## src/rtl/conv_ctl_pkg.sv

```systemverilog
package conv_ctl_pkg;

  // register map, byte addresses on a 32-bit apb word grid
  localparam int unsigned ADDR_W = 8;
  localparam logic [7:0] CTL2_IDX = 8'h02;
  localparam logic [7:0] CTL2_ADDR = 8'h08;
  localparam logic [7:0] FLAG_ADDR = 8'h10;
  localparam logic [7:0] COMPARE_ENABLE_ADDR = 8'h14;
  localparam logic [7:0] STAT_ADDR = 8'h18;
  localparam logic [7:0] RES_BASE = 8'h40;
  localparam logic [7:0] RES_LAST = 8'h5c;

  // field positions in converter_control_two
  localparam int unsigned FAST_CLR_BIT = 6;
  localparam int unsigned STOP_INTERNAL_CONVERSION_CLOCK_BIT = 5;
  localparam int unsigned TRIG_LVL_BIT = 4;
  localparam int unsigned TRIG_POL_BIT = 3;
  localparam int unsigned TRIG_EN_BIT = 2;
  localparam int unsigned SEQ_IE_BIT = 1;
  localparam int unsigned CMP_IE_BIT = 0;
  localparam logic [7:0] CTL2_RESET = 8'h00;
  localparam logic [7:0] CTL2_MASK = 8'h7f;

  // sequencer geometry and timing
  localparam int unsigned NCONV = 8;
  localparam int unsigned RES_W = 12;
  localparam int unsigned CONV_BUS_CYC = 14;
  localparam int unsigned CONV_INTERNAL_CONVERSION_CLOCK_CYC = 4;
  localparam logic [3:0] CNT_ONE = 4'h1;
  localparam logic [2:0] IDX_LAST = 3'h7;

  // status register bit positions
  localparam int unsigned ST_BUSY_BIT = 0;
  localparam int unsigned ST_STOP_BIT = 1;
  localparam int unsigned ST_SEQ_BIT = 2;
  localparam int unsigned ST_PEND_BIT = 3;

  typedef enum logic [1:0] {
    SEQ_IDLE,
    SEQ_CONV,
    SEQ_HOLD
  } seq_state_t;

endpackage

```

## src/rtl/conv_ctl.sv

```systemverilog
// What this block does
// - any apb write to converter_control_two aborts the running sequence.
// - with fast clear off a completion flag clears only by writing one to it.
// - with fast clear on and compare off, reading result n clears flag n.
// - with fast clear on and compare on, writing result n clears flag n.
// - with stop-clock set, entering stop switches to the internal clock and the sequence runs on.
// - the bus prescaler has no influence on the internal clock pace in stop.
// - the external trigger is ignored while converting in stop.
// - a conversion crossing a run/stop transition writes no result, sets no flag, does no compare.
// - with stop-clock clear, a sequence running at stop entry aborts and restarts at stop exit.
// - in stop the compare and sequence-done interrupts can still be raised.
// - bit 4 picks level or edge trigger detection.
// - bit 3 picks the trigger polarity.
// - level/polarity pair: 00 falling, 01 rising, 10 low level, 11 high level.
module conv_ctl
  import conv_ctl_pkg::*;
(
  input  wire logic                          pclk,
  input  wire logic                          presetn,
  input  wire logic                          psel,
  input  wire logic                          penable,
  input  wire logic                          pwrite,
  input  wire logic [conv_ctl_pkg::ADDR_W-1:0] paddr,
  input  wire logic [31:0]                   pwdata,
  output logic      [31:0]                   prdata,
  output logic                               pready,
  output logic                               pslverr,
  input  wire logic                          stop_mode,
  input  wire logic                          internal_conversion_clock_tick,
  input  wire logic                          prescale_tick,
  input  wire logic                          ext_trigger,
  input  wire logic                          start_sequence,
  input  wire logic [conv_ctl_pkg::RES_W-1:0] sample_value,
  input  wire logic [conv_ctl_pkg::RES_W-1:0] compare_value,
  output logic                               compare_irq,
  output logic                               sequence_done_irq,
  output logic                               using_internal_clock
);
  import conv_ctl_pkg::*;

  typedef struct packed {
    logic [7:0]            ctl2;
    logic [NCONV-1:0]      ccf;
    logic [NCONV-1:0]      compare_enable;
    logic [NCONV*RES_W-1:0] res;
    seq_state_t            st;
    logic [2:0]            idx;
    logic [3:0]            cnt;
    logic                  tainted;
    logic                  restart;
    logic                  seq_done;
    logic                  stop_s1;
    logic                  stop_s2;
    logic                  stop_d;
    logic [31:0]           prdata;
    logic                  pready;
    logic                  pslverr;
    logic                  cmp_irq;
    logic                  seq_irq;
    logic                  internal_conversion_clock_on;
  } ctl_state_t;

  ctl_state_t q;
  ctl_state_t next_q;
  logic       trig_hit;

  trig_detect u_trig (
    .pclk                 (pclk),
    .presetn              (presetn),
    .trig_async           (ext_trigger),
    .trigger_level_select (q.ctl2[TRIG_LVL_BIT]),
    .trigger_polarity     (q.ctl2[TRIG_POL_BIT]),
    .trig_hit             (trig_hit)
  );

  always_comb begin
    logic             acc;
    logic             wr;
    logic             rd;
    logic             in_res;
    logic [2:0]       ridx;
    logic             stop_edge;
    logic             stopped;
    logic             tick;
    logic             go;
    logic [NCONV-1:0] set_ccf;
    logic [NCONV-1:0] clr_ccf;
    logic [RES_W-1:0] conv;
    next_q    = q;
    acc       = psel & penable & ~q.pready;
    wr        = acc & pwrite;
    rd        = acc & ~pwrite;
    in_res    = (paddr >= RES_BASE) && (paddr <= RES_LAST) && (paddr[1:0] == 2'b00);
    ridx      = paddr[4:2];
    set_ccf   = '0;
    clr_ccf   = '0;
    conv      = '0;
    // stop request crosses from the power controller: two flops first
    next_q.stop_s1 = stop_mode;
    next_q.stop_s2 = q.stop_s1;
    next_q.stop_d  = q.stop_s2;
    stopped   = q.stop_s2;
    stop_edge = q.stop_s2 ^ q.stop_d;
    // internal tick pace is not the prescaled bus pace in stop
    tick      = stopped ? internal_conversion_clock_tick : prescale_tick;
    next_q.internal_conversion_clock_on = stopped & q.ctl2[STOP_INTERNAL_CONVERSION_CLOCK_BIT];

    // apb slave: one wait state in the access phase, pready registered
    next_q.pready  = acc;
    next_q.pslverr = 1'b0;
    if (acc) begin
      next_q.prdata = '0;
      unique case (1'b1)
        paddr == CTL2_ADDR: next_q.prdata[7:0] = q.ctl2;
        paddr == FLAG_ADDR: next_q.prdata[NCONV-1:0] = q.ccf;
        paddr == COMPARE_ENABLE_ADDR: next_q.prdata[NCONV-1:0] = q.compare_enable;
        paddr == STAT_ADDR: begin
          next_q.prdata[ST_BUSY_BIT] = (q.st == SEQ_CONV);
          next_q.prdata[ST_STOP_BIT] = q.internal_conversion_clock_on;
          next_q.prdata[ST_SEQ_BIT]  = q.seq_done;
          next_q.prdata[ST_PEND_BIT] = q.restart;
        end
        in_res:             next_q.prdata[RES_W-1:0] = q.res[ridx*RES_W +: RES_W];
        default:            next_q.pslverr = 1'b1;
      endcase
      if (pwrite) begin
        next_q.prdata = '0;
      end
    end
    if (wr && paddr == COMPARE_ENABLE_ADDR) begin
      next_q.compare_enable = pwdata[NCONV-1:0];
    end
    if (wr && paddr == STAT_ADDR && pwdata[ST_SEQ_BIT]) begin
      next_q.seq_done = 1'b0;
    end

    // flag clearing: write-one or fast clear on result access
    if (wr && paddr == FLAG_ADDR && !q.ctl2[FAST_CLR_BIT]) begin
      clr_ccf = pwdata[NCONV-1:0];
    end
    if (acc && in_res && q.ctl2[FAST_CLR_BIT]) begin
      if (!q.compare_enable[ridx] && rd) begin
        clr_ccf[ridx] = 1'b1;
      end
      if (q.compare_enable[ridx] && wr) begin
        clr_ccf[ridx] = 1'b1;
      end
    end

    // sequencer
    go = start_sequence | (q.ctl2[TRIG_EN_BIT] & trig_hit & ~stopped);
    unique case (q.st)
      SEQ_IDLE: begin
        if (go) begin
          next_q.st      = SEQ_CONV;
          next_q.idx     = '0;
          next_q.cnt     = '0;
          next_q.tainted = 1'b0;
        end
      end
      SEQ_CONV: begin
        // a run/stop change mid-conversion poisons just this one
        if (stop_edge) begin
          next_q.tainted = 1'b1;
        end
        if (tick) begin
          next_q.cnt = q.cnt + CNT_ONE;
        end
        if (tick && (q.cnt == 4'((stopped ? CONV_INTERNAL_CONVERSION_CLOCK_CYC : CONV_BUS_CYC) - 1))) begin
          next_q.cnt     = '0;
          next_q.tainted = 1'b0;
          if (!(q.tainted || stop_edge)) begin
            conv = sample_value;
            next_q.res[q.idx*RES_W +: RES_W] = conv;
            set_ccf[q.idx] = ~q.compare_enable[q.idx] | (conv > compare_value);
            if (q.compare_enable[q.idx] && conv > compare_value) begin
              next_q.cmp_irq = q.ctl2[CMP_IE_BIT];
            end
          end
          if (q.idx == IDX_LAST) begin
            next_q.st       = SEQ_IDLE;
            next_q.seq_done = 1'b1;
            next_q.seq_irq  = q.ctl2[SEQ_IE_BIT];
          end else begin
            next_q.idx = q.idx + 3'h1;
          end
        end
        // without stop clocking the sequence is parked and rerun at exit
        if (stop_edge && stopped && !q.ctl2[STOP_INTERNAL_CONVERSION_CLOCK_BIT]) begin
          next_q.st      = SEQ_HOLD;
          next_q.restart = 1'b1;
        end
      end
      SEQ_HOLD: begin
        if (!stopped) begin
          next_q.st      = SEQ_CONV;
          next_q.idx     = '0;
          next_q.cnt     = '0;
          next_q.tainted = 1'b0;
          next_q.restart = 1'b0;
        end
      end
    endcase

    // interrupts rise only at a completion with enable set, then drop with their source; seq flag cleared by software
    if (!q.seq_done || !q.ctl2[SEQ_IE_BIT]) begin
      next_q.seq_irq = next_q.seq_done & q.ctl2[SEQ_IE_BIT];
    end
    if (!(|(q.ccf & q.compare_enable)) || !q.ctl2[CMP_IE_BIT]) begin
      next_q.cmp_irq = next_q.cmp_irq & q.ctl2[CMP_IE_BIT] & (|(q.ccf & q.compare_enable) | |set_ccf);
    end

    // set wins over clear in the same cycle
    next_q.ccf = (q.ccf & ~clr_ccf) | set_ccf;

    // control write: every write aborts, even same value
    if (wr && paddr == CTL2_ADDR) begin
      next_q.ctl2    = pwdata[7:0] & CTL2_MASK;
      next_q.st      = SEQ_IDLE;
      next_q.cnt     = '0;
      next_q.idx     = '0;
      next_q.restart = 1'b0;
    end
  end

  always_ff @(posedge pclk or negedge presetn) begin
    if (!presetn) begin
      q      <= '0;
      q.ctl2 <= CTL2_RESET;
      q.st   <= SEQ_IDLE;
    end else begin
      q <= next_q;
    end
  end

  assign prdata               = q.prdata;
  assign pready               = q.pready;
  assign pslverr              = q.pslverr;
  assign compare_irq          = q.cmp_irq;
  assign sequence_done_irq    = q.seq_irq;
  assign using_internal_clock = q.internal_conversion_clock_on;
endmodule

```

## src/rtl/trig_detect.sv

```systemverilog
// external trigger sensitivity decode
module trig_detect (
  input  wire logic pclk,
  input  wire logic presetn,
  input  wire logic trig_async,
  input  wire logic trigger_level_select,
  input  wire logic trigger_polarity,
  output logic      trig_hit
);
  typedef struct packed {
    logic s1;
    logic s2;
    logic prev;
  } trig_state_t;

  trig_state_t q;
  trig_state_t next_q;
  logic        act;
  logic        act_prev;

  always_comb begin
    next_q      = q;
    next_q.s1   = trig_async;
    next_q.s2   = q.s1;
    next_q.prev = q.s2;
  end

  // polarity flips the sense so one edge/level check serves both
  assign act      = trigger_polarity ? q.s2 : ~q.s2;
  assign act_prev = trigger_polarity ? q.prev : ~q.prev;
  assign trig_hit = trigger_level_select ? act : (act & ~act_prev);

  always_ff @(posedge pclk or negedge presetn) begin
    if (!presetn) begin
      q <= '0;
    end else begin
      q <= next_q;
    end
  end
endmodule

```

## config.mk

```make
export PLATFORM = sky130hd
export DESIGN_NAME = conv_ctl
export DESIGN_NICKNAME = d
export VERILOG_FILES = /design/src/rtl/conv_ctl_pkg.sv /design/src/rtl/conv_ctl.sv /design/src/rtl/trig_detect.sv
export SDC_FILE = /design/constraint.sdc
export NUM_CORES = 1
export LEC_CHECK = 0
export BUFFER_PORTS_ARGS = -buffer_cell sky130_fd_sc_hd__buf_2
export CORE_UTILIZATION = 55
export DETAILED_ROUTE_END_ITERATION = 10
export PLACE_DENSITY = 0.73
export SLEW_MARGIN = 20
export SYNTH_ARGS = -nofsm -noshare
export SYNTH_HDL_FRONTEND = slang
export SYNTH_SLANG_ARGS = --single-unit
```

## constraint.sdc

```tcl
create_clock -name pclk -period 7.3 [get_ports pclk]
set_clock_uncertainty 0.1 [all_clocks]
set_input_delay 1.46 -clock pclk [delete_from_list [all_inputs] [get_ports pclk]]
set_output_delay 1.46 -clock pclk [all_outputs]
set_load 0.02 [all_outputs]
```

; After elaboration in Yosys (flattened, before gate mapping)
; Index checks and enable logic that the tools add are counted.
[totals]
regBits = 174
out_inout_bits = 37
inputBits = 74
[op_classes]
n_eq_ne = 19
n_reduce_logical = 44
n_addsub = 4
order_cmp = 7
bitwise_logic = 30
n_mux = 52
mul = 2
shifts = 3
[op_table]
columns = cell, n
row1 = 96-bit bitwise mux, 1
row2 = 12-bit by 34-bit variable shift with 96-bit output (first input constant), 1
row3 = 12-bit by 34-bit indexed part select with 96-bit output, 1
row4 = 96-bit by 8-bit indexed part select with 12-bit output, 1
row5 = 8-bit 2-to-1 mux, 8
row6 = 7-bit negation with 34-bit output, 1
row7 = 10-bit case mux with 3 select lines, 1
row8 = 8-bit bitwise AND, 3
row9 = 8-bit by 5-bit == test with 1-bit output (second input constant), 3
row10 = 8-bit bitwise OR, 3
row11 = 1-bit 2-to-1 mux, 22
row12 = 10-bit 2-to-1 mux, 2
row13 = 4-bit case mux with 5 select lines, 1
row14 = 1-bit logical AND, 18
row15 = 4-bit case mux with 4 select lines, 1
row16 = 8-bit OR reduction, 2
row17 = 3-bit AND reduction, 5
row18 = 12-bit > comparator, 1
row19 = 12-bit 2-to-1 mux, 1
row20 = 4-bit 2-to-1 mux, 3
row21 = 1-bit bitwise AND, 11
row22 = 11-bit 2-to-1 mux, 1
row23 = 3-bit by 2-bit multiplier with 5-bit output (second input constant), 2
row24 = 9-bit 2-to-1 mux, 1
row25 = other kinds (34), 67

; Longest topological paths before layout
; Gate-level depths: netlist (run 1).
[logic_depth]
ltp_word = 15
mapped_depth = 14
depth_no_buf = 9

; Hierarchy
; A second synthesis (run 1) with hierarchy kept.
[hier_totals]
cells_unflattened = 858
hier_area_um2 = 9322.7
[by_module_without_submodules]
columns = mod, cells_each, area_each_um2, seq_area_each_um2, n_inst
row1 = conv_ctl, 852, 9222.6, 3778.6, 1
row2 = trig_detect, 6, 100.1, 75.1, 1

; Least setup slack after synthesis (run 1)
; Ideal clock, no wire load.
[synth_path]
path_type = register to register
from = register q[47] (netlist bit)
to = register q[56] (netlist bit)
stages_incl_launch_ff = 15
path_buffers = 5
period_less_slack_ns = 3.671
arrival_ns = 3.447
setup_slack_ns = 3.629
required_time_ns = 7.075
path_cell_list = dfrtp_1 > buf_2 > clkbuf_1 > inv_1 > clkbuf_1 > ha_1 > clkbuf_1 > inv_1 > nor3_1 > ha_1 > clkbuf_1 > nor4b_1 > nand2_1 > a21oi_2 > mux2_2
[synth_via]
elab_chain_len = 4
word_cells_on_any_way = 5
classes_between = add/sub: 1 / mul: 1 / shift: 2 / mux: 1
[synth_lines]
columns = element, line
row1 = start: declaration, conv_ctl.sv:63  ; ctl_state_t q;
row2 = start signal: assignment, conv_ctl.sv:232  ; q <= next_q;
row3 = 3-bit by 2-bit multiplier with 5-bit output *, conv_ctl.sv:174  ; next_q.res[q.idx*RES_W +: RES_W] = conv;
row4 = 7-bit negation with 34-bit output *, conv_ctl.sv:174
row5 = 12-bit by 34-bit indexed part select with 96-bit output or 12-bit by 34-bit variable shift with 96-bit output (tied branches), conv_ctl.sv:174
row6 = 96-bit bitwise mux *, conv_ctl.sv:174
; Every way passes the cells marked *; elsewhere a longest branch is shown, timed or not.
; A chain may end at the register's enable or synchronous reset.

; Final worst setup path (run 1)
[layout_path]
from = register q[47] (netlist bit)
to = register q[59] (netlist bit)
; Same word-level chain as after synthesis.

==> results of run 1 <==
flip-flops by register name, indices dropped and copies added (netlist names):
name,flops
q,132
prdata,12
next_q,2
u_trig.next_q,2
compare_irq,1
pready,1
pslverr,1
sequence_done_irq,1
u_trig.q,1
using_internal_clock,1
per-stage QoR:
stage / setup WS, ps / hold slack (ps)
final: 2430 / 258
after global routing: 2130 / 266
after CTS: 2520 / 260
after detailed placement: 2580 / 242
after global placement: 2580 / 233
after floorplan: 3630 / 231
worst max-delay path, cell delays in order (launching register included):
cell     delay (ps)
dfrtp_1         420
buf_4           470
ha_1            420
fa_1            480
xor2_2          230
nor3_1          210
ha_1            870
nor4b_1         510
nand2_1         190
a21oi_2         420
mux2_2          400
worst paths after layout:
check                                  from  cells past startpoint               end  slack, ps
setup / recovery                      q[47]                     10             q[59]       2430
hold / removal             u_trig.next_q[1]                      0  u_trig.next_q[0]        260
setup reg to reg                      q[47]                     10             q[59]       2430
hold reg to reg            u_trig.next_q[1]                      0  u_trig.next_q[0]        260
max in group asynchronous           presetn                      2             q[70]       4760
min in group asynchronous           presetn                      1  u_trig.next_q[1]       1000
logic make-up after synthesis:
family | synth area share (%)
adders and majority gates | 3.32
other | 0.0389
and+or+nand+nor | 14.0
muxes | 20.5
DFF | 40.0
AOI/OAI and AO/OA | 14.9
xor gates and xnor gates | 1.32
buffers and inverters | 5.91
area by class of cell:
cell class,count,area [um^2],area share (%)
timing repair buffer,74,397,3.75
clock inverter,10,116,1.10
inverter,38,143,1.35
sequential,154,3850,36.5
multi-input combinational,622,5310,50.3
clock buffer,22,464,4.39
tap,225,282,2.66
per-layer routing:
layer | track usage, % | vias up
met1 | 42.1 | 3709
met2 | 47.9 | 391
met3 | 5.97 | 67
li1 | - | 3301
met4 | 13.9 | 0
met5 | 0 | -
power by group through the flow:
stage | Sequential (uW) | Clock [uW] | Combinational (uW)
finish | 918 | 874 | 372
global placement | 930 | 0 | 356
global route | 921 | 920 | 401
detailed placement | 932 | 0 | 361
CTS | 917 | 882 | 364
floorplan | 920 | 0 | 259
placed cells by master (no fill, tap or decap), drive strengths merged, types with 5 or more instances in the layout:
cell	instances
o21a	7
nand3b	7
nand2	78
clkbuf	22
inv	39
mux2i	17
clkinv	5
a22o	20
o21ai	28
a211oi	7
buf	74
o22ai	7
xor2	7
nand4	7
a31oi	5
o32ai	7
mux4	28
a21boi	5
o31ai	5
nor3	15
nor2b	5
dfrtp	154
xnor2	5
mux2	104
a21oi	40
nand3	16
or2	5
nor4	21
nand2b	12
a22oi	10
a31o	5
nand4b	5
ha	24
o211ai	11
or3	7
a32o	8
conb	20
nor2	28
==> run_results.csv, run 1 <==
group,metric,value,unit
status,status,"finished, final reports clean",
clock_network,cts_root_buf,"clkbuf_16",
sta,post-route-period-util,66.7,%
clock_network,cts_sinks,154,
sta,setup_tns,0,ps
floorplanning,die_x,134,um
logic_synthesis,synth_edf_count,0,
logic_synthesis,yosysUniqueCellTypes,83,
clock_network,post_cts_buffers,0,
cells_and_area,n_antenna_cell,0,
logic_synthesis,synth_commonest_cells,"154 x dfrtp_1, 99 x mux2_2, 75 x nand2_1, 37 x a21oi_1, 36 x inv_1",
sta,slew_headroom,26.9,%
power,power_density,205,mW/mm^2
sta,fmax,205,MHz
setup_path,cp.required,7500,ps
clock_network,ctsHtreeMaxLevel,4,
routing,post-route-drc-count,0,
logic_synthesis,synth_top_area_share,40.0,%
grt,grt_max_degree,95,
logic_synthesis,synth.avg_cell_area,11.1,um^2
routing,antenna_left,0,
clock_network,cts_hold_buf,0,
floorplanning,start_util,56.1,%
logic_synthesis,yosys.area.top_type,"dfrtp_1",
routing,routed-wl-met3,2.00,mm
logic_synthesis,ys_seq_area_share,40.0,%
cells_and_area,fin_util,61.5,%
clock_network,path_clk_slew,60,ps
worst_hold_path,hp-class,"flop to flop",
clock_network,clock_latency,420,ps
setup_path,cp-start-kind,"flop",
power,max-vdd-ir-drop,174,uV
floorplanning,core-area,0.0172,mm^2
cells_and_area,fin_area,0.0106,mm^2
power,finalPower,2160,uW
logic_synthesis,syn_inst,869,
routing,vias,7468,
clock_network,cts_tree,"done",
grt,grt_pass1_vias,7311,
power,p_comb_share,17.2,%
routing,wl_met1,11.2,mm
place,hpwlAfterDp,19.0,mm
cells_and_area,area_delta_synth_final,9.68,%
logic_synthesis,synth_flop_cell,"dfrtp_1",
routing,via_per_inst,6.52,
cells_and_area,fin_cells,1145,
place,place_area,0.00997,mm^2
place,place_inst,1113,
logic_synthesis,async_reset_ff_share,100,%
power,pwr-share-clk,40.4,%
sta,slew_violations,0,
logic_synthesis,synth_most_common_cell,"dfrtp_1",
setup_path,worstSetupEndpointType,"flop",
setup_path,crit_arrival,5070,ps
logic_synthesis,synth_seq_cells,154,
routing,highest_layer,"met4",
place,numPortBuffers,66,
sta,period_minus_slack,4870,ps
logic_synthesis,yosys_warnings,0,
routing,met2_length,12.4,mm
power,leakage,0.00484,uW
power,switching_power,630,uW
grt,grt-ovfl-total,0,
floorplanning,die_height,134,um
flow_run,max-cap-violations,0,
power,p_seq_share,42.4,%
setup_path,path_class,"flop to flop",
sta,hold_viol,0,
sta,setup_viol,0,
grt,grt_usage,30.9,%
logic_synthesis,synth.area.top_cells,"dfrtp_1 40%, mux2_2 12%, mux4_2 6.5%",
routing,routedWlPerCell,23.2,um
place,gp_congestion,0.975,
sta,worst_slew_pin_slew,1090,ps
logic_synthesis,synthesis.area,0.00963,mm^2
floorplanning,row_count,48,
cells_and_area,layout-drive-gt1-share,30.8,%
cells_and_area,fill_cells,1403,
routing,drt_iter0_drc,893,
power,internal_power,1530,uW
clock_network,cts_resized,0,
cells_and_area,nNetsFinal,1006,
power,swShare,29.1,%
clock_network,cts_buffers,17,
floorplanning,pin_count,111,
clock_network,clk_path_buf_depth,2,
setup_path,cp_max_fo,53,
grt,grt_pass1_wl,41.4,mm
sta,rsz0062_at_grt,"false",
routing,drt_first_pass_iters,6,
floorplanning,dieArea,0.0180,mm^2
routing,routed_wl,26.6,mm
grt,antenna_found_initial,0,
Power figures use the tool's default switching activity.
==> inputs of run 2 (changes only) <==
--- a/config.mk
+++ b/config.mk
@@ -5,10 +5,11 @@
 export SDC_FILE = /design/constraint.sdc
 export NUM_CORES = 1
 export LEC_CHECK = 0
+export ABC_AREA = 1
 export BUFFER_PORTS_ARGS = -buffer_cell sky130_fd_sc_hd__buf_2
-export CORE_UTILIZATION = 55
+export CORE_UTILIZATION = 54
 export DETAILED_ROUTE_END_ITERATION = 10
-export PLACE_DENSITY = 0.73
+export PLACE_DENSITY = 0.75
 export SLEW_MARGIN = 20
 export SYNTH_ARGS = -nofsm -noshare
 export SYNTH_HDL_FRONTEND = slang
==> constraint.sdc (replaced) <==
create_clock -name pclk -period 3.97 [get_ports pclk]
set_clock_uncertainty 0.1 [all_clocks]
set_input_delay 0.794 -clock pclk [delete_from_list [all_inputs] [get_ports pclk]]
set_output_delay 0.794 -clock pclk [all_outputs]
set_load 0.02 [all_outputs]
==> run 2 against run 1 <==
Hold slack got worse by 46 ps. Cell count is 39% higher. Routed wire length rose by 5.2%. Via count up 21%. Power grew to 3.2 times the previous value. Combinational power rose to 9.6 times the previous value. Non-clock buffer count is 7 higher. Register-to-register slack worse by 2100 ps. Synthesized cell count up 50%. Clock power is 86% higher. First-iteration DRC count grew 20%. Largest power group is now combinational logic.
==> run_results.csv, run 2 <==
group,metric,value,unit
routing,routed_wl,28.0,mm
power,leakage,0.00526,uW
worst_hold_path,hp-class,"primary input to async pin",
power,internal_power,3500,uW
floorplanning,die_height,135,um
clock_network,cts_resized,0,
logic_synthesis,synthesis.area,0.00959,mm^2
cells_and_area,nNetsFinal,1454,
logic_synthesis,yosysUniqueCellTypes,57,
floorplanning,pin_count,111,
cells_and_area,multiInputGateArea,0.00483,mm^2
clock_network,post_cts_buffers,0,
grt,grt-ovfl-total,0,
setup_path,r2r_slack,330,ps
clock_network,ctsHtreeMaxLevel,4,
sta,worst_slew_pin_slew,803,ps
sta,setup_tns,0,ps
routing,post-route-drc-count,0,
setup_path,r2r-start,"q[48]",
logic_synthesis,yosys.area.top_type,"dfrtp_1",
routing,vias,9007,
place,pre_cts_ws,424,ps
logic_synthesis,syn_inst,1304,
logic_synthesis,synth_top_area_share,40.2,%
clock_network,cts_tree,"done",
logic_synthesis,synth.area.top_cells,"dfrtp_1 40%, nand2_1 16%, o21ai_0 6.5%",
logic_synthesis,yosys_warnings,0,
routing,drt_first_pass_iters,6,
logic_synthesis,async_reset_ff_share,100,%
clock_network,cts_buffers,17,
power,max-vdd-ir-drop,388,uV
sta,slew_headroom,46.3,%
setup_path,r2r-end,"q[131]",
power,pwr-share-clk,23.4,%
cells_and_area,largest_register_ffs,132,
routing,drt_iter0_drc,1074,
status,status,"finished, final reports clean",
setup_path,reg2regPathDepth,12,
clock_network,cts_sinks,154,
sta,period_minus_slack,3640,ps
setup_path,cp_max_fo,10,
sta,holdWs,212,ps
logic_synthesis,synth_most_common_cell,"nand2_1",
routing,via_per_inst,5.65,
grt,grt_max_degree,69,
power,swShare,49.9,%
setup_path,worstSetupEndpointType,"flop",
logic_synthesis,synth_commonest_cells,"408 x nand2_1, 154 x dfrtp_1, 126 x inv_1, 124 x o21ai_0, 96 x nor2_1",
clock_network,cts_root_buf,"clkbuf_16",
cells_and_area,fin_cells,1594,
power,power_density,660,mW/mm^2
routing,routedWlPerCell,17.5,um
power,switching_power,3480,uW
cells_and_area,area_delta_synth_final,10.2,%
setup_path,cp-start-kind,"flop",
grt,grt_pass1_wl,44.4,mm
clock_network,clock_latency,430,ps
sta,hold_viol,0,
place,hpwlAfterDp,20.8,mm
logic_synthesis,synth.avg_cell_area,7.36,um^2
clock_network,path_clk_slew,70,ps
sta,rsz0062_at_grt,"false",
grt,antenna_found_initial,1,
power,p_seq_share,25.5,%
grt,grt_usage,32.0,%
place,place_inst,1561,
floorplanning,core-area,0.0173,mm^2
setup_path,crit_arrival,3840,ps
logic_synthesis,synth_flop_cell,"dfrtp_1",
routing,antenna_left,0,
sta,worst_slack,328,ps
setup_path,cp.required,4170,ps
floorplanning,start_util,55.5,%
cells_and_area,layout-drive-gt1-share,14.2,%
cells_and_area,seqCellArea,0.00385,mm^2
sta,post-route-period-util,91.7,%
grt,grt_pass1_vias,8317,
sta,setup_viol,0,
floorplanning,row_count,48,
setup_path,path_class,"flop to flop",
logic_synthesis,synth_edf_count,0,
power,p_comb_share,51.1,%
cells_and_area,largest-register,"q",
clock_network,cts_hold_buf,0,
cells_and_area,final_common_cell,"nand2_1",
power,finalPower,6980,uW
clock_network,clk_path_buf_depth,2,
logic_synthesis,ys_seq_area_share,40.2,%
place,numPortBuffers,66,
sta,fmax,275,MHz
flow_run,max-cap-violations,0,
cells_and_area,layout_common_cells,"408 x nand2_1, 154 x dfrtp_1, 126 x inv_1, 124 x o21ai_0, 96 x nor2_1",
floorplanning,dieArea,0.0183,mm^2
sta,slew_violations,0,
cells_and_area,fill_cells,1573,
place,gp_congestion,0.985,
logic_synthesis,synth_seq_cells,154,
floorplanning,die_x,135,um
[run 2: critical path, cell delays in order (launching register included)]
cell and delay (ps):
dfrtp_1 500, ha_1 340, fa_1 460, xnor2_2 310, nand2_1 150, inv_1 90, ha_1 330, inv_2 250
nand2_2 200, nor2_1 300, nand2_1 250, nand2_1 120, o21ai_0 110
[run 2: power groups by stage]
stage | Combinational, uW | Clock (uW) | Sequential [uW]
after floorplan | 2550 | 0 | 1790
after global placement | 3410 | 0 | 1800
after detailed placement | 3450 | 0 | 1800
after CTS | 3460 | 1640 | 1780
after global routing | 3880 | 1690 | 1790
final | 3570 | 1630 | 1780
[run 2: layer usage]
metal	share of wire, %	track usage, %	up-vias
li1	-	-	4342
met1	44	45.5	4093
met2	43	47.9	512
met3	10	6.88	60
met4	2.6	11.5	0
met5	0	0	-
[run 2: kinds of logic (layout without fill, tap and decap cells)]
kind of cell             count (synthesis)  in the layout  share of synthesized area, %
AND/OR/NAND/NOR                        646            646                          29.6
AO/OA/AOI/OAI                          263            263                          16.2
buffers and inverters                  211            256                          10.2
flip-flops                             154            154                          40.2
adder cells (fa/ha/maj)                 25             25                          3.34
XOR/XNOR                                 3              3                         0.352
other                                    1             21                        0.0391
multiplexers                             1              1                         0.104
[run 2: worst max path at each step]
stage / from / endpoint / slack, ps / depth (start not counted)
finish: q[48] / q[131] / 330 / 12
global route: q[48] / q[94] / 100 / 15
CTS: q[48] / q[95] / 410 / 15
detailed placement: q[48] / q[145] / 420 / 11
global placement: q[48] / q[93] / 520 / 15
floorplan: q[48] / q[88] / 940 / 16
[run 2: area by class of cell]
class                           instances  share of cell area [%]
Inverter                              143                    5.13
Clock inverter                         12                    1.22
Sequential cell                       154                    36.5
Multi-Input combinational cell        958                    45.7
Tap cell                              225                    2.66
Antenna cell                            1                  0.0237
Clock buffer                           20                    4.42
Timing Repair Buffer                   81                    4.37
[run 2: stage by stage]
step / util (%) / cell area (um^2)
detailed placement: 57.7 / 9970
global route: 61.1 / 10600
CTS: 61.1 / 10600
floorplan: - / 9670
global placement: 57.7 / 9970
finish: 61.1 / 10600
==> inputs of run 3 (changes only) <==
--- a/config.mk
+++ b/config.mk
@@ -7,9 +7,10 @@
 export LEC_CHECK = 0
 export ABC_AREA = 1
 export BUFFER_PORTS_ARGS = -buffer_cell sky130_fd_sc_hd__buf_2
-export CORE_UTILIZATION = 54
+export CORE_UTILIZATION = 40
 export DETAILED_ROUTE_END_ITERATION = 10
-export PLACE_DENSITY = 0.75
+export MAX_ROUTING_LAYER = met4
+export PLACE_DENSITY = 0.57
 export SLEW_MARGIN = 20
 export SYNTH_ARGS = -nofsm -noshare
 export SYNTH_HDL_FRONTEND = slang
==> run 3 against run 2 <==
Flip-flop and latch count did not move. Critical path depth is 2 higher. Cell count grew 6.2%. Sequential power barely moved. Clock power increased by 15%. Routed wire length is 5.8% higher. Critical endpoint is now q[66]. Largest cell class unchanged. Highest routed layer unchanged.
==> run_results.csv, run 3 (synthesis results as in run 2) <==
group,metric,value,unit
cells_and_area,area_delta_synth_final,12.6,%
routing,drt_iter0_drc,682,
clock_network,clk_path_buf_depth,2,
routing,routedWlPerCell,17.5,um
power,power_density,678,mW/mm^2
clock_network,cts_tree,"done",
clock_network,ctsHtreeMaxLevel,4,
floorplanning,die_height,157,um
power,max-vdd-ir-drop,354,uV
clock_network,cts_root_buf,"clkbuf_16",
clock_network,post_cts_buffers,0,
setup_path,r2r-start,"q[48]",
cells_and_area,fin_util,46.0,%
sta,hold_viol,0,
setup_path,cp.required,4170,ps
cells_and_area,layout-drive-gt1-share,14.6,%
floorplanning,pin_count,111,
worst_hold_path,holdPathEnd,"u_trig.next_q[0]",
status,status,"finished, final reports clean",
sta,setup_viol,0,
setup_path,slowest_delay,500,ps
floorplanning,die_x,157,um
flow_run,max-cap-violations,0,
cells_and_area,multiInputGateArea,0.00483,mm^2
clock_network,path_clk_slew,70,ps
grt,grt-ovfl-total,0,
sta,period_minus_slack,3550,ps
cells_and_area,n_antenna_cell,0,
cells_and_area,largest_register_ffs,132,
sta,rsz0062_at_grt,"false",
cells_and_area,nNetsFinal,1460,
sta,setup_tns,0,ps
cells_and_area,layout_common_cells,"408 x nand2_1, 154 x dfrtp_1, 126 x inv_1, 124 x o21ai_0, 96 x nor2_1",
clock_network,cts_sinks,154,
grt,grt_pass1_vias,8150,
routing,routed_wl,29.6,mm
setup_path,r2r-end,"q[66]",
setup_path,crit_slowest_cell,"dfrtp_1",
cells_and_area,final_common_cell,"nand2_1",
grt,grt_pass1_wl,46.5,mm
setup_path,r2r_slack,420,ps
clock_network,cts_resized,0,
setup_path,cp_max_fo,16,
setup_path,crit_chain,"ha_1 -> fa_1 -> xnor2_2 -> nand2_1 -> inv_1 -> ha_1 -> inv_2 -> nor2_8 -> inv_4 -> nor2_4 -> buf_4 -> nand2_2 -> nand2_1 -> o21ai_0",
grt,grt_max_degree,79,
routing,vias,8842,
setup_path,reg2regPathDepth,14,
place,gp_congestion,0.923,
routing,antenna_left,0,
place,hpwlAfterDp,22.4,mm
routing,via_per_inst,5.22,
sta,fmax,281,MHz
worst_hold_path,whs_path_depth,0,
cells_and_area,fill_cells,2393,
worst_hold_path,hold_start,"u_trig.next_q[1]",
grt,grt_usage,26.0,%
clock_network,cts_buffers,17,
floorplanning,row_count,56,
grt,antenna_found_initial,0,
clock_network,cts_hold_buf,0,
floorplanning,dieArea,0.0246,mm^2
setup_path,cp-start-kind,"flop",
floorplanning,start_util,40.9,%
routing,drt_first_pass_iters,8,
sta,post-route-period-util,89.5,%
setup_path,path_class,"flop to flop",
floorplanning,core-area,0.0235,mm^2
worst_hold_path,hp-class,"flop to flop",
clock_network,clock_latency,440,ps
power,finalPower,7320,uW
setup_path,crit_arrival,3760,ps
cells_and_area,largest-register,"q",
place,numPortBuffers,66,
sta,slew_violations,0,
power,leakage,0.00533,uW
setup_path,worstSetupEndpointType,"flop",
sta,slew_headroom,46.9,%
cells_and_area,seqCellArea,0.00385,mm^2
sta,worst_slew_pin_slew,794,ps
routing,post-route-drc-count,0,
## run 3: changes by cell type in the layout (fill, tap and decap cells not counted), sizes merged
cell,before,now
clkinv,4,3
bufinv,1,5
buf,81,87
clkinvlp,2,1
clkbuf,20,18
diode,1,0
## run 3: per-stage QoR
step	hold slack (ps)	instances	area, um^2	worst slack, ps
global route	264	1693	10800	93.3
detailed placement	236	1661	10100	456
floorplan	231	1323	9670	942
finish	248	1693	10800	415
global placement	232	1661	10100	501
CTS	250	1693	10800	423
## run 3: final cells by class
cell class,instances,area share [%]
Timing Repair Buffer,87,4.69
Clock inverter,14,2.15
Inverter,143,5.01
Clock buffer,18,4.06
Sequential cell,154,35.7
Multi-Input combinational cell,958,44.7
Tap cell,319,3.69
## run 3: worst max-delay path by stage
stage	depth (start not counted)	startpoint	slack, ps	end
6_report	14	q[48]	420	q[66]
5_1_grt	15	q[48]	90	q[95]
4_1_cts	14	q[48]	420	q[66]
3_5_place_dp	14	q[48]	460	q[66]
3_3_place_gp	14	q[48]	500	q[73]
2_1_floorplan	16	q[48]	940	q[88]
## run 3: critical path: cells and delay by family (launching register included)
family	cells	cell delay, ps
xor+xnor	1	220
buf+inv	4	580
fa+ha+maj	3	1230
flops	1	500
compound gates	1	80
simple gates	5	710
## run 3: power breakdown
group	leakage (uW)	switching, uW	internal (uW)
clock network	0.000326	716	1150
logic	0.00303	2710	961
registers	0.00197	98.0	1680
total	0.00533	3530	3800
## run 3: per-layer routing
metal  wire length (um)  vias to the layer above  GRT usage (%)
li1                   -                     4360              -
met1              14500                     4168           37.4
met2              12900                      274           37.3
met3               1490                       40           3.18
met4                692                        0           8.96
met5                  0                        -              -
